--- config.mk ---
export PLATFORM = sky130hd
export DESIGN_NAME = bcg_gap_timer
export DESIGN_NICKNAME = d
export VERILOG_FILES = /design/src/hdl/bcg_pkg.sv /design/src/hdl/bcg_tick.sv /design/src/hdl/bcg_gap_timer.sv
export SDC_FILE = /design/constraint.sdc
export NUM_CORES = 1
export LEC_CHECK = 0
export ABC_AREA = 1
export BUFFER_PORTS_ARGS = -buffer_cell sky130_fd_sc_hd__buf_4
export CORE_ASPECT_RATIO = 0.5
export CORE_UTILIZATION = 55
export CTS_CLUSTER_DIAMETER = 60
export DETAILED_ROUTE_END_ITERATION = 8
export PLACE_DENSITY = 0.79
export SKIP_CTS_REPAIR_TIMING = 1
export SLEW_MARGIN = 20
export SYNTH_ARGS = -nofsm -noshare
export SYNTH_HDL_FRONTEND = slang
export SYNTH_SLANG_ARGS = --single-unit
--- constraint.sdc ---
create_clock -name clk_in -period 3.95 [get_ports clk_in]
set_input_delay 0.79 -clock clk_in [delete_from_list [all_inputs] [get_ports clk_in]]
set_output_delay 0.79 -clock clk_in [all_outputs]
set_load 0.005 [all_outputs]
--- src/hdl/bcg_pkg.sv ---
// Shared constants, types and helper functions for the message gap timing block.
package bcg_pkg;

    // ------------------------------------------------------------
    // Register map
    // ------------------------------------------------------------
    localparam logic [7:0]  BCG_CTRL_OFS      = 8'h00;
    localparam logic [7:0]  BCG_SETUP6_OFS    = 8'h04;
    localparam logic [7:0]  BCG_GAP_EXT_OFS   = 8'h08;
    localparam logic [7:0]  BCG_STATUS_OFS    = 8'h0C;

    localparam int unsigned BCG_CTRL_SEQ_POS  = 0;
    localparam int unsigned BCG_CTRL_CLK_POS  = 1;
    localparam int unsigned BCG_CTRL_TO_POS   = 3;
    localparam int unsigned BCG_SETUP6_PRIO_POS = 14;
    localparam int unsigned BCG_STAT_TO_POS   = 0;
    localparam int unsigned BCG_STAT_BUSY_POS = 1;
    localparam int unsigned BCG_STAT_EXTRA_POS = 8;

    localparam logic [4:0]  BCG_CTRL_RST      = 5'h00;
    localparam logic        BCG_PRIO_RST      = 1'b0;
    localparam logic [15:0] BCG_GAP_EXT_RST   = 16'h0000;

    localparam logic [1:0]  BCG_RESP_OKAY     = 2'h0;
    localparam logic [1:0]  BCG_RESP_SLVERR   = 2'h2;

    // ------------------------------------------------------------
    // Timing
    // ------------------------------------------------------------
    localparam logic [2:0]  BCG_OPEN_XFERS    = 3'h7;
    localparam logic [2:0]  BCG_CLOSE_XFERS   = 3'h5;
    localparam logic [6:0]  BCG_HOST_ACC_CYC  = 7'h06;
    localparam logic [6:0]  BCG_SEQ_MODE_CYC  = 7'h0A;
    localparam logic [6:0]  BCG_GAP_BASE_CYC  = 7'h14;

    // No-response timeouts in nanoseconds, counted in half-microsecond ticks.
    localparam int unsigned BCG_HALF_US_NS    = 500;
    localparam int unsigned BCG_TO0_NS        = 18500;
    localparam int unsigned BCG_TO1_NS        = 22500;
    localparam int unsigned BCG_TO2_NS        = 50500;
    localparam int unsigned BCG_TO3_NS        = 128000;

    typedef enum logic [1:0] {
        BCG_CLK_10,
        BCG_CLK_12,
        BCG_CLK_16,
        BCG_CLK_20
    } bcg_clk_sel_t;

    // Software settings steering the timing logic.
    typedef struct packed {
        logic         seq_mode;
        bcg_clk_sel_t clk_sel;
        logic [1:0]   to_sel;
        logic         host_prio;
        logic [15:0]  gap_ext;
    } bcg_cfg_t;

    // System clock cycles in one half microsecond.
    function automatic logic [3:0] bcg_half_us_cyc(input bcg_clk_sel_t sel);
        unique case (sel)
            BCG_CLK_10: bcg_half_us_cyc = 4'h5;
            BCG_CLK_12: bcg_half_us_cyc = 4'h6;
            BCG_CLK_16: bcg_half_us_cyc = 4'h8;
            BCG_CLK_20: bcg_half_us_cyc = 4'hA;
        endcase
    endfunction

    // Timeout length in half-microsecond ticks.
    function automatic logic [8:0] bcg_to_ticks(input logic [1:0] sel);
        unique case (sel)
            2'h0:    bcg_to_ticks = 9'(BCG_TO0_NS / BCG_HALF_US_NS);
            2'h1:    bcg_to_ticks = 9'(BCG_TO1_NS / BCG_HALF_US_NS);
            2'h2:    bcg_to_ticks = 9'(BCG_TO2_NS / BCG_HALF_US_NS);
            default: bcg_to_ticks = 9'(BCG_TO3_NS / BCG_HALF_US_NS);
        endcase
    endfunction

    // Fixed part of the gap: base, sequenced mode surcharge, host accesses.
    function automatic logic [7:0] bcg_fix_len(input logic seq, input logic [6:0] extra);
        bcg_fix_len = {1'b0, BCG_GAP_BASE_CYC} + {1'b0, (seq ? BCG_SEQ_MODE_CYC : 7'h00)} + {1'b0, extra};
    endfunction

endpackage

--- src/hdl/bcg_tick.sv ---
// Half-microsecond and microsecond tick generator for the selected system clock.
`timescale 1ns/100ps
module bcg_tick (
    // Clock and reset
    input  wire logic                  clk_in,
    input  wire logic                  rst_n_in,
    // Frequency selection
    input  wire bcg_pkg::bcg_clk_sel_t clk_sel_in,
    // Ticks
    output logic                       half_tick_out,
    output logic                       us_tick_out
);
    import bcg_pkg::*;

    typedef struct packed {
        logic [3:0] div;
        logic       odd;
        logic       half;
        logic       us;
    } bcg_tick_st_t;

    bcg_tick_st_t st_reg;
    bcg_tick_st_t st_next;

    // ------------------------------------------------------------
    // Divider
    // ------------------------------------------------------------
    always_comb begin
        st_next      = st_reg;
        st_next.half = 1'b0;
        st_next.us   = 1'b0;
        if (st_reg.div >= bcg_half_us_cyc(clk_sel_in) - 4'h1) begin
            st_next.div  = 4'h0;
            st_next.half = 1'b1;
            st_next.us   = st_reg.odd;
            st_next.odd  = ~st_reg.odd;
        end else begin
            st_next.div = st_reg.div + 4'h1;
        end
    end

    always_ff @(posedge clk_in) begin
        if (!rst_n_in) begin
            st_reg <= '0;
        end else begin
            st_reg <= st_next;
        end
    end

    assign half_tick_out = st_reg.half;
    assign us_tick_out   = st_reg.us;

    // ------------------------------------------------------------
    // Checks
    // ------------------------------------------------------------
    logic [4:0]   since_us;
    bcg_clk_sel_t sel_seen;
    always_ff @(posedge clk_in) begin
        sel_seen <= clk_sel_in;
        // A frequency change leaves the running spacing meaningless, so it is marked unknown.
        if (!rst_n_in || clk_sel_in != sel_seen) begin
            since_us <= 5'h1F;
        end else if (us_tick_out) begin
            since_us <= 5'h01;
        end else if (since_us != 5'h1F) begin
            since_us <= since_us + 5'h01;
        end
    end
endmodule // bcg_tick

--- src/hdl/bcg_gap_timer.sv ---
// Intermessage gap timer with host access insertion, no-response timeout and AXI4-Lite registers.
`timescale 1ns/100ps
module bcg_gap_timer (
    // Clock and reset
    input  wire logic        clk_in,
    input  wire logic        rst_n_in,
    // AXI4-Lite write address
    input  wire logic        s_axi_awvalid_in,
    output logic             s_axi_awready_out,
    input  wire logic [7:0]  s_axi_awaddr_in,
    // AXI4-Lite write data
    input  wire logic        s_axi_wvalid_in,
    output logic             s_axi_wready_out,
    input  wire logic [31:0] s_axi_wdata_in,
    input  wire logic [3:0]  s_axi_wstrb_in,
    // AXI4-Lite write response
    output logic             s_axi_bvalid_out,
    input  wire logic        s_axi_bready_in,
    output logic [1:0]       s_axi_bresp_out,
    // AXI4-Lite read address
    input  wire logic        s_axi_arvalid_in,
    output logic             s_axi_arready_out,
    input  wire logic [7:0]  s_axi_araddr_in,
    // AXI4-Lite read data
    output logic             s_axi_rvalid_out,
    input  wire logic        s_axi_rready_in,
    output logic [31:0]      s_axi_rdata_out,
    output logic [1:0]       s_axi_rresp_out,
    // Message sequencing
    input  wire logic        msg_start_in,
    input  wire logic        msg_end_in,
    output logic             in_sequence_out,
    output logic             gap_done_out,
    // Host memory access arbitration
    input  wire logic        host_req_in,
    output logic             host_grant_out,
    // No-response timer
    input  wire logic        resp_start_in,
    input  wire logic        resp_seen_in,
    output logic             timeout_out
);
    import bcg_pkg::*;

    typedef enum logic [2:0] {
        BCG_IDLE,
        BCG_OPEN,
        BCG_MSG,
        BCG_CLOSE,
        BCG_GAP_FIX,
        BCG_GAP_US
    } bcg_state_t;

    typedef struct packed {
        bcg_state_t  st;
        logic [2:0]  xfer;
        logic [6:0]  extra;
        logic [7:0]  fix_cnt;
        logic [15:0] us_cnt;
        logic        gap_done;
        logic        grant;
        logic        in_seq;
        logic        to_run;
        logic [8:0]  to_cnt;
        logic        to_pulse;
        logic        to_flag;
        bcg_cfg_t    cfg;
        logic        aw_have;
        logic [7:0]  aw_addr;
        logic        w_have;
        logic [31:0] wdata;
        logic [3:0]  wstrb;
        logic        awready;
        logic        wready;
        logic        bvalid;
        logic [1:0]  bresp;
        logic        arready;
        logic        rvalid;
        logic [31:0] rdata;
        logic [1:0]  rresp;
    } bcg_state_s_t;

    bcg_state_s_t st_reg;
    bcg_state_s_t st_next;
    logic         half_tick;
    logic         us_tick;

    function automatic logic [31:0] bcg_merge(input logic [31:0] old, input logic [31:0] nw, input logic [3:0] be);
        for (int i = 0; i < 4; i++) begin
            bcg_merge[8*i +: 8] = be[i] ? nw[8*i +: 8] : old[8*i +: 8];
        end
    endfunction

    bcg_tick u_tick (
        .clk_in        (clk_in),
        .rst_n_in      (rst_n_in),
        .clk_sel_in    (st_reg.cfg.clk_sel),
        .half_tick_out (half_tick),
        .us_tick_out   (us_tick)
    );

    // ------------------------------------------------------------
    // Next state
    // ------------------------------------------------------------
    always_comb begin
        logic        in_seq_now;
        logic        to_set;
        logic [31:0] wv;
        logic [31:0] ctrl_word;
        in_seq_now = 1'b0;
        to_set     = 1'b0;
        wv         = 32'h0000_0000;
        ctrl_word  = 32'h0000_0000;
        st_next           = st_reg;
        st_next.gap_done  = 1'b0;
        st_next.grant     = 1'b0;
        st_next.to_pulse  = 1'b0;

        // Message sequencer and gap.
        in_seq_now = (st_reg.st == BCG_OPEN) || (st_reg.st == BCG_CLOSE);
        if (host_req_in && !st_reg.grant && (!in_seq_now || st_reg.cfg.host_prio)) begin
            st_next.grant = 1'b1;
            if (in_seq_now) begin
                st_next.extra = st_reg.extra + BCG_HOST_ACC_CYC;
            end
        end
        unique case (st_reg.st)
            BCG_IDLE: begin
                if (msg_start_in) begin
                    st_next.st    = BCG_OPEN;
                    st_next.xfer  = 3'h1;
                    st_next.extra = 7'h00;
                end
            end
            BCG_OPEN: begin
                st_next.xfer = st_reg.xfer + 3'h1;
                if (st_reg.xfer == BCG_OPEN_XFERS) begin
                    st_next.st = BCG_MSG;
                end
            end
            BCG_MSG: begin
                if (msg_end_in) begin
                    st_next.st   = BCG_CLOSE;
                    st_next.xfer = 3'h1;
                end
            end
            BCG_CLOSE: begin
                st_next.xfer = st_reg.xfer + 3'h1;
                if (st_reg.xfer == BCG_CLOSE_XFERS) begin
                    st_next.st      = BCG_GAP_FIX;
                    st_next.fix_cnt = bcg_fix_len(st_reg.cfg.seq_mode, st_next.extra);
                end
            end
            BCG_GAP_FIX: begin
                st_next.fix_cnt = st_reg.fix_cnt - 8'h01;
                if (st_reg.fix_cnt == 8'h01) begin
                    st_next.st     = BCG_GAP_US;
                    st_next.us_cnt = st_reg.cfg.gap_ext;
                end
            end
            BCG_GAP_US: begin
                if (st_reg.us_cnt == 16'h0000) begin
                    st_next.st       = BCG_IDLE;
                    st_next.gap_done = 1'b1;
                end else if (us_tick) begin
                    st_next.us_cnt = st_reg.us_cnt - 16'h0001;
                end
            end
        endcase
        st_next.in_seq = (st_next.st == BCG_OPEN) || (st_next.st == BCG_CLOSE);

        // No-response timer, counted in half microseconds so it holds at any clock.
        if (resp_start_in) begin
            st_next.to_run = 1'b1;
            st_next.to_cnt = 9'h000;
        end else if (st_reg.to_run) begin
            if (resp_seen_in) begin
                st_next.to_run = 1'b0;
            end else if (half_tick) begin
                st_next.to_cnt = st_reg.to_cnt + 9'h001;
                if (st_reg.to_cnt + 9'h001 >= bcg_to_ticks(st_reg.cfg.to_sel)) begin
                    st_next.to_run   = 1'b0;
                    st_next.to_pulse = 1'b1;
                    to_set           = 1'b1;
                end
            end
        end

        // AXI4-Lite write path: address and data may arrive in either order.
        if (s_axi_awvalid_in && st_reg.awready) begin
            st_next.aw_have = 1'b1;
            st_next.aw_addr = s_axi_awaddr_in;
        end
        if (s_axi_wvalid_in && st_reg.wready) begin
            st_next.w_have = 1'b1;
            st_next.wdata  = s_axi_wdata_in;
            st_next.wstrb  = s_axi_wstrb_in;
        end
        if (st_reg.bvalid && s_axi_bready_in) begin
            st_next.bvalid = 1'b0;
        end
        if (st_reg.aw_have && st_reg.w_have && !st_reg.bvalid) begin
            st_next.aw_have = 1'b0;
            st_next.w_have  = 1'b0;
            st_next.bvalid  = 1'b1;
            st_next.bresp   = BCG_RESP_OKAY;
            ctrl_word = {27'h0, st_reg.cfg.to_sel, st_reg.cfg.clk_sel, st_reg.cfg.seq_mode};
            unique case (st_reg.aw_addr[7:2])
                BCG_CTRL_OFS[7:2]: begin
                    wv = bcg_merge(ctrl_word, st_reg.wdata, st_reg.wstrb);
                    st_next.cfg.seq_mode = wv[BCG_CTRL_SEQ_POS];
                    st_next.cfg.clk_sel  = bcg_clk_sel_t'(wv[BCG_CTRL_CLK_POS +: 2]);
                    st_next.cfg.to_sel   = wv[BCG_CTRL_TO_POS +: 2];
                end
                BCG_SETUP6_OFS[7:2]: begin
                    if (st_reg.wstrb[BCG_SETUP6_PRIO_POS / 8]) begin
                        st_next.cfg.host_prio = st_reg.wdata[BCG_SETUP6_PRIO_POS];
                    end
                end
                BCG_GAP_EXT_OFS[7:2]: begin
                    wv = bcg_merge({16'h0, st_reg.cfg.gap_ext}, st_reg.wdata, st_reg.wstrb);
                    st_next.cfg.gap_ext = wv[15:0];
                end
                BCG_STATUS_OFS[7:2]: begin
                    // Write one to clear; a timeout in the same cycle keeps the flag.
                    if (st_reg.wstrb[0] && st_reg.wdata[BCG_STAT_TO_POS]) begin
                        st_next.to_flag = 1'b0;
                    end
                end
                default: st_next.bresp = BCG_RESP_SLVERR;
            endcase
        end
        if (to_set) begin
            st_next.to_flag = 1'b1;
        end
        st_next.awready = !st_next.aw_have && !st_next.bvalid;
        st_next.wready  = !st_next.w_have && !st_next.bvalid;

        // AXI4-Lite read path.
        if (st_reg.rvalid && s_axi_rready_in) begin
            st_next.rvalid = 1'b0;
        end
        if (s_axi_arvalid_in && st_reg.arready) begin
            st_next.rvalid = 1'b1;
            st_next.rresp  = BCG_RESP_OKAY;
            st_next.rdata  = 32'h0000_0000;
            unique case (s_axi_araddr_in[7:2])
                BCG_CTRL_OFS[7:2]:
                    st_next.rdata = {27'h0, st_reg.cfg.to_sel, st_reg.cfg.clk_sel, st_reg.cfg.seq_mode};
                BCG_SETUP6_OFS[7:2]:
                    st_next.rdata[BCG_SETUP6_PRIO_POS] = st_reg.cfg.host_prio;
                BCG_GAP_EXT_OFS[7:2]:
                    st_next.rdata = {16'h0, st_reg.cfg.gap_ext};
                BCG_STATUS_OFS[7:2]: begin
                    st_next.rdata[BCG_STAT_TO_POS]          = st_reg.to_flag;
                    st_next.rdata[BCG_STAT_BUSY_POS]        = (st_reg.st != BCG_IDLE);
                    st_next.rdata[BCG_STAT_EXTRA_POS +: 7]  = st_reg.extra;
                end
                default: st_next.rresp = BCG_RESP_SLVERR;
            endcase
        end
        st_next.arready = !st_next.rvalid;
    end

    always_ff @(posedge clk_in) begin
        if (!rst_n_in) begin
            st_reg               <= '0;
            st_reg.st            <= BCG_IDLE;
            st_reg.cfg.seq_mode  <= BCG_CTRL_RST[BCG_CTRL_SEQ_POS];
            st_reg.cfg.clk_sel   <= bcg_clk_sel_t'(BCG_CTRL_RST[BCG_CTRL_CLK_POS +: 2]);
            st_reg.cfg.to_sel    <= BCG_CTRL_RST[BCG_CTRL_TO_POS +: 2];
            st_reg.cfg.host_prio <= BCG_PRIO_RST;
            st_reg.cfg.gap_ext   <= BCG_GAP_EXT_RST;
            st_reg.awready       <= 1'b1;
            st_reg.wready        <= 1'b1;
            st_reg.arready       <= 1'b1;
        end else begin
            st_reg <= st_next;
        end
    end

    // ------------------------------------------------------------
    // Outputs
    // ------------------------------------------------------------
    assign s_axi_awready_out = st_reg.awready;
    assign s_axi_wready_out  = st_reg.wready;
    assign s_axi_bvalid_out  = st_reg.bvalid;
    assign s_axi_bresp_out   = st_reg.bresp;
    assign s_axi_arready_out = st_reg.arready;
    assign s_axi_rvalid_out  = st_reg.rvalid;
    assign s_axi_rdata_out   = st_reg.rdata;
    assign s_axi_rresp_out   = st_reg.rresp;
    assign in_sequence_out   = st_reg.in_seq;
    assign gap_done_out      = st_reg.gap_done;
    assign host_grant_out    = st_reg.grant;
    assign timeout_out       = st_reg.to_pulse;
endmodule // bcg_gap_timer

==> flow_summary.json <==
{
  "outcome": "completed",
  "cts.clk_slew.worst_paths_ps": 60,
  "setup.worst_path.end_class": "flop",
  "synth.ff_latch_count": 129,
  "synth_top_area_cell": "dfxtp_1",
  "clock_path_buffers": 2,
  "power.density_mw_per_mm2": 558,
  "vias": 5871,
  "totalPowerFinal_mw": 4.15,
  "grt_pass1_vias": 5433,
  "synth.top_cells.by_area": "dfxtp_1 (40%), nor2_1 (8.5%), o21ai_0 (7.7%)",
  "grt_max_degree": 78,
  "drive_gt1_share_pct": 12.8,
  "cts_tree": "built",
  "area_delta_synth_final_pct": 15.1,
  "cp_max_fo": 24,
  "place_congestion": 0.885,
  "vias_per_cell": 5.24,
  "synth_top_flop_cell": "dfxtp_1",
  "timing.final.crit_share_pct": 67.4,
  "mostFrequentLayoutCell": "nor2_1",
  "drv_cap": 0,
  "hp-class": "reg2reg",
  "fmax_mhz": 376,
  "syn-instance-count": 905,
  "antenna_left": 0,
  "start_kind": "flop",
  "dpl.hpwl_microns": 10300,
  "drc": 0,
  "rsz0062_at_grt": "no",
  "cts_max_level": 4,
  "numCtsBuffers": 17,
  "nets": 1034,
  "dpl_worst_slack_ps": 1210,
  "die_w_microns": 155,
  "ys_async_sr_fraction_pct": 0,
  "die-height_microns": 78.6,
  "wl_microns": 15000,
  "fp.coreArea_sq_mm": 0.0112,
  "clock_latency_ps": 420,
  "worstMarginPinSlew_ps": 886,
  "fp-row-count": 27,
  "fin_cells": 1120,
  "fillers": 954,
  "largest_reg_flops": 95,
  "grt_usage_pct": 26.4,
  "drt_iter0_markers": 345,
  "hold_viol": 0,
  "antenna_found_initial": 0,
  "synth_edf_count": 0,
  "skew_ps": 8.11,
  "synth.avg_cell_area_sq_um": 7.14,
  "arrival_ps": 3010,
  "dp_cells": 1088,
  "finalSetupViolCount": 0,
  "leakagePower_nw": 3.38,
  "io_pins": 109,
  "max-slew-margin-rel_pct": 40.9,
  "grt_pass1_wl_microns": 25600,
  "ys_seq_area_share_pct": 40.0,
  "synth.cell_area_sq_mm": 0.00646,
  "critPathKind": "reg2reg",
  "critPathRequiredTime_ps": 4300,
  "overflow": 0,
  "port-buffer-count": 68,
  "start_util_pct": 57.6,
  "antenna_cells": 0,
  "synth_top_area_share_pct": 40.0,
  "yosysUniqueCellTypes": 47,
  "setup_tns_ps": 0,
  "vdd_ir_drop_max_uv": 330,
  "die_area_sq_mm": 0.0122,
  "drv_slew": 0,
  "yosysWarnings": 0,
  "root_buffer": "clkbuf_16",
  "layout_common_cells": "nor2_1 (146), nand2_1 (129), dfxtp_1 (129), inv_1 (110), o21ai_0 (99)",
  "finalCriticalPeriod_ps": 2660,
  "cts.sink_count": 129,
  "worst_slack_ps": 1290,
  "dr.pass1.iters": 5,
  "wire_per_inst_microns": 13.4
}
## worst paths after layout
kind | start | end | slack (ps) | depth (start not counted)
max | st_reg[160] | st_reg[133] | 1290 | 10
min | u_tick.st_reg[2] | u_tick.us_tick_out | 440 | 2
max reg2reg | st_reg[160] | st_reg[133] | 1290 | 10
min reg2reg | u_tick.st_reg[2] | u_tick.us_tick_out | 440 | 2
## cell usage after synthesis, drive strengths merged (5+ instances only)
library cell	number
a31oi	5
o221ai	8
nand2	130
nand3	37
clkbuf	21
nand4	12
nand3b	6
nor3	6
xor2	14
ha	22
buf	43
o21ai	105
nor2	152
dfxtp	129
inv	115
a21oi	66
## where the power goes
group          switching, mW  internal [mW]  total [mW]
clock network          0.631          0.914        1.54
registers              0.113           1.43        1.54
logic                  0.676          0.388        1.06
total                   1.42           2.73        4.15
## worst max-delay path, stage by stage, from the launching register on
cell,delay [ps]
dfxtp_1,400
inv_2,110
nor2_2,40
nand2_2,300
clkinv_2,380
nand3_1,240
nand3_2,370
inv_2,360
o21ai_1,110
a21o_1,160
a21oi_1,110
## cell type report
class	instances	area, sq um	area share [%]
clock buffers	20	457	6.14
clock inverters	12	124	1.67
inverters	119	448	6.02
multi-input cells	610	3090	41.6
flip-flops and latches	129	2580	34.7
well taps	159	199	2.68
repair buffers	71	533	7.17
## metrics by stage
stage               cell area, sq um  hold WS, ps  util [%]
global placement                6860          433      61.1
finish                          7440          441      66.3
detailed placement              6860          432      61.1
floorplan                       6520          418         -
CTS                             7440          446      66.3
global route                    7440          477      66.3
## cell families (layout without fill, tap and decap cells)
family	after synthesis	after routing	synth area share (%)
flip-flops	129	129	40.0
AO/OA/AOI/OAI	202	202	17.2
adder cells (fa/ha/maj)	22	22	4.26
AND/OR/NAND/NOR	350	350	23.0
other	1	18	0.0581
XOR/XNOR	18	18	2.44
buffers and inverters	183	222	13.1
## layer usage
layer	track usage (%)	part of all wire [%]	vias to the layer above	wire (microns)
met4	9.80	1.9	0	289
met2	43.2	45	190	6750
met1	34.6	47	2660	7010
li1	-	-	2986	-
met5	0	0	-	0
met3	5.52	6.1	35	914
No activity file was read; power rests on OpenSTA's default activity.
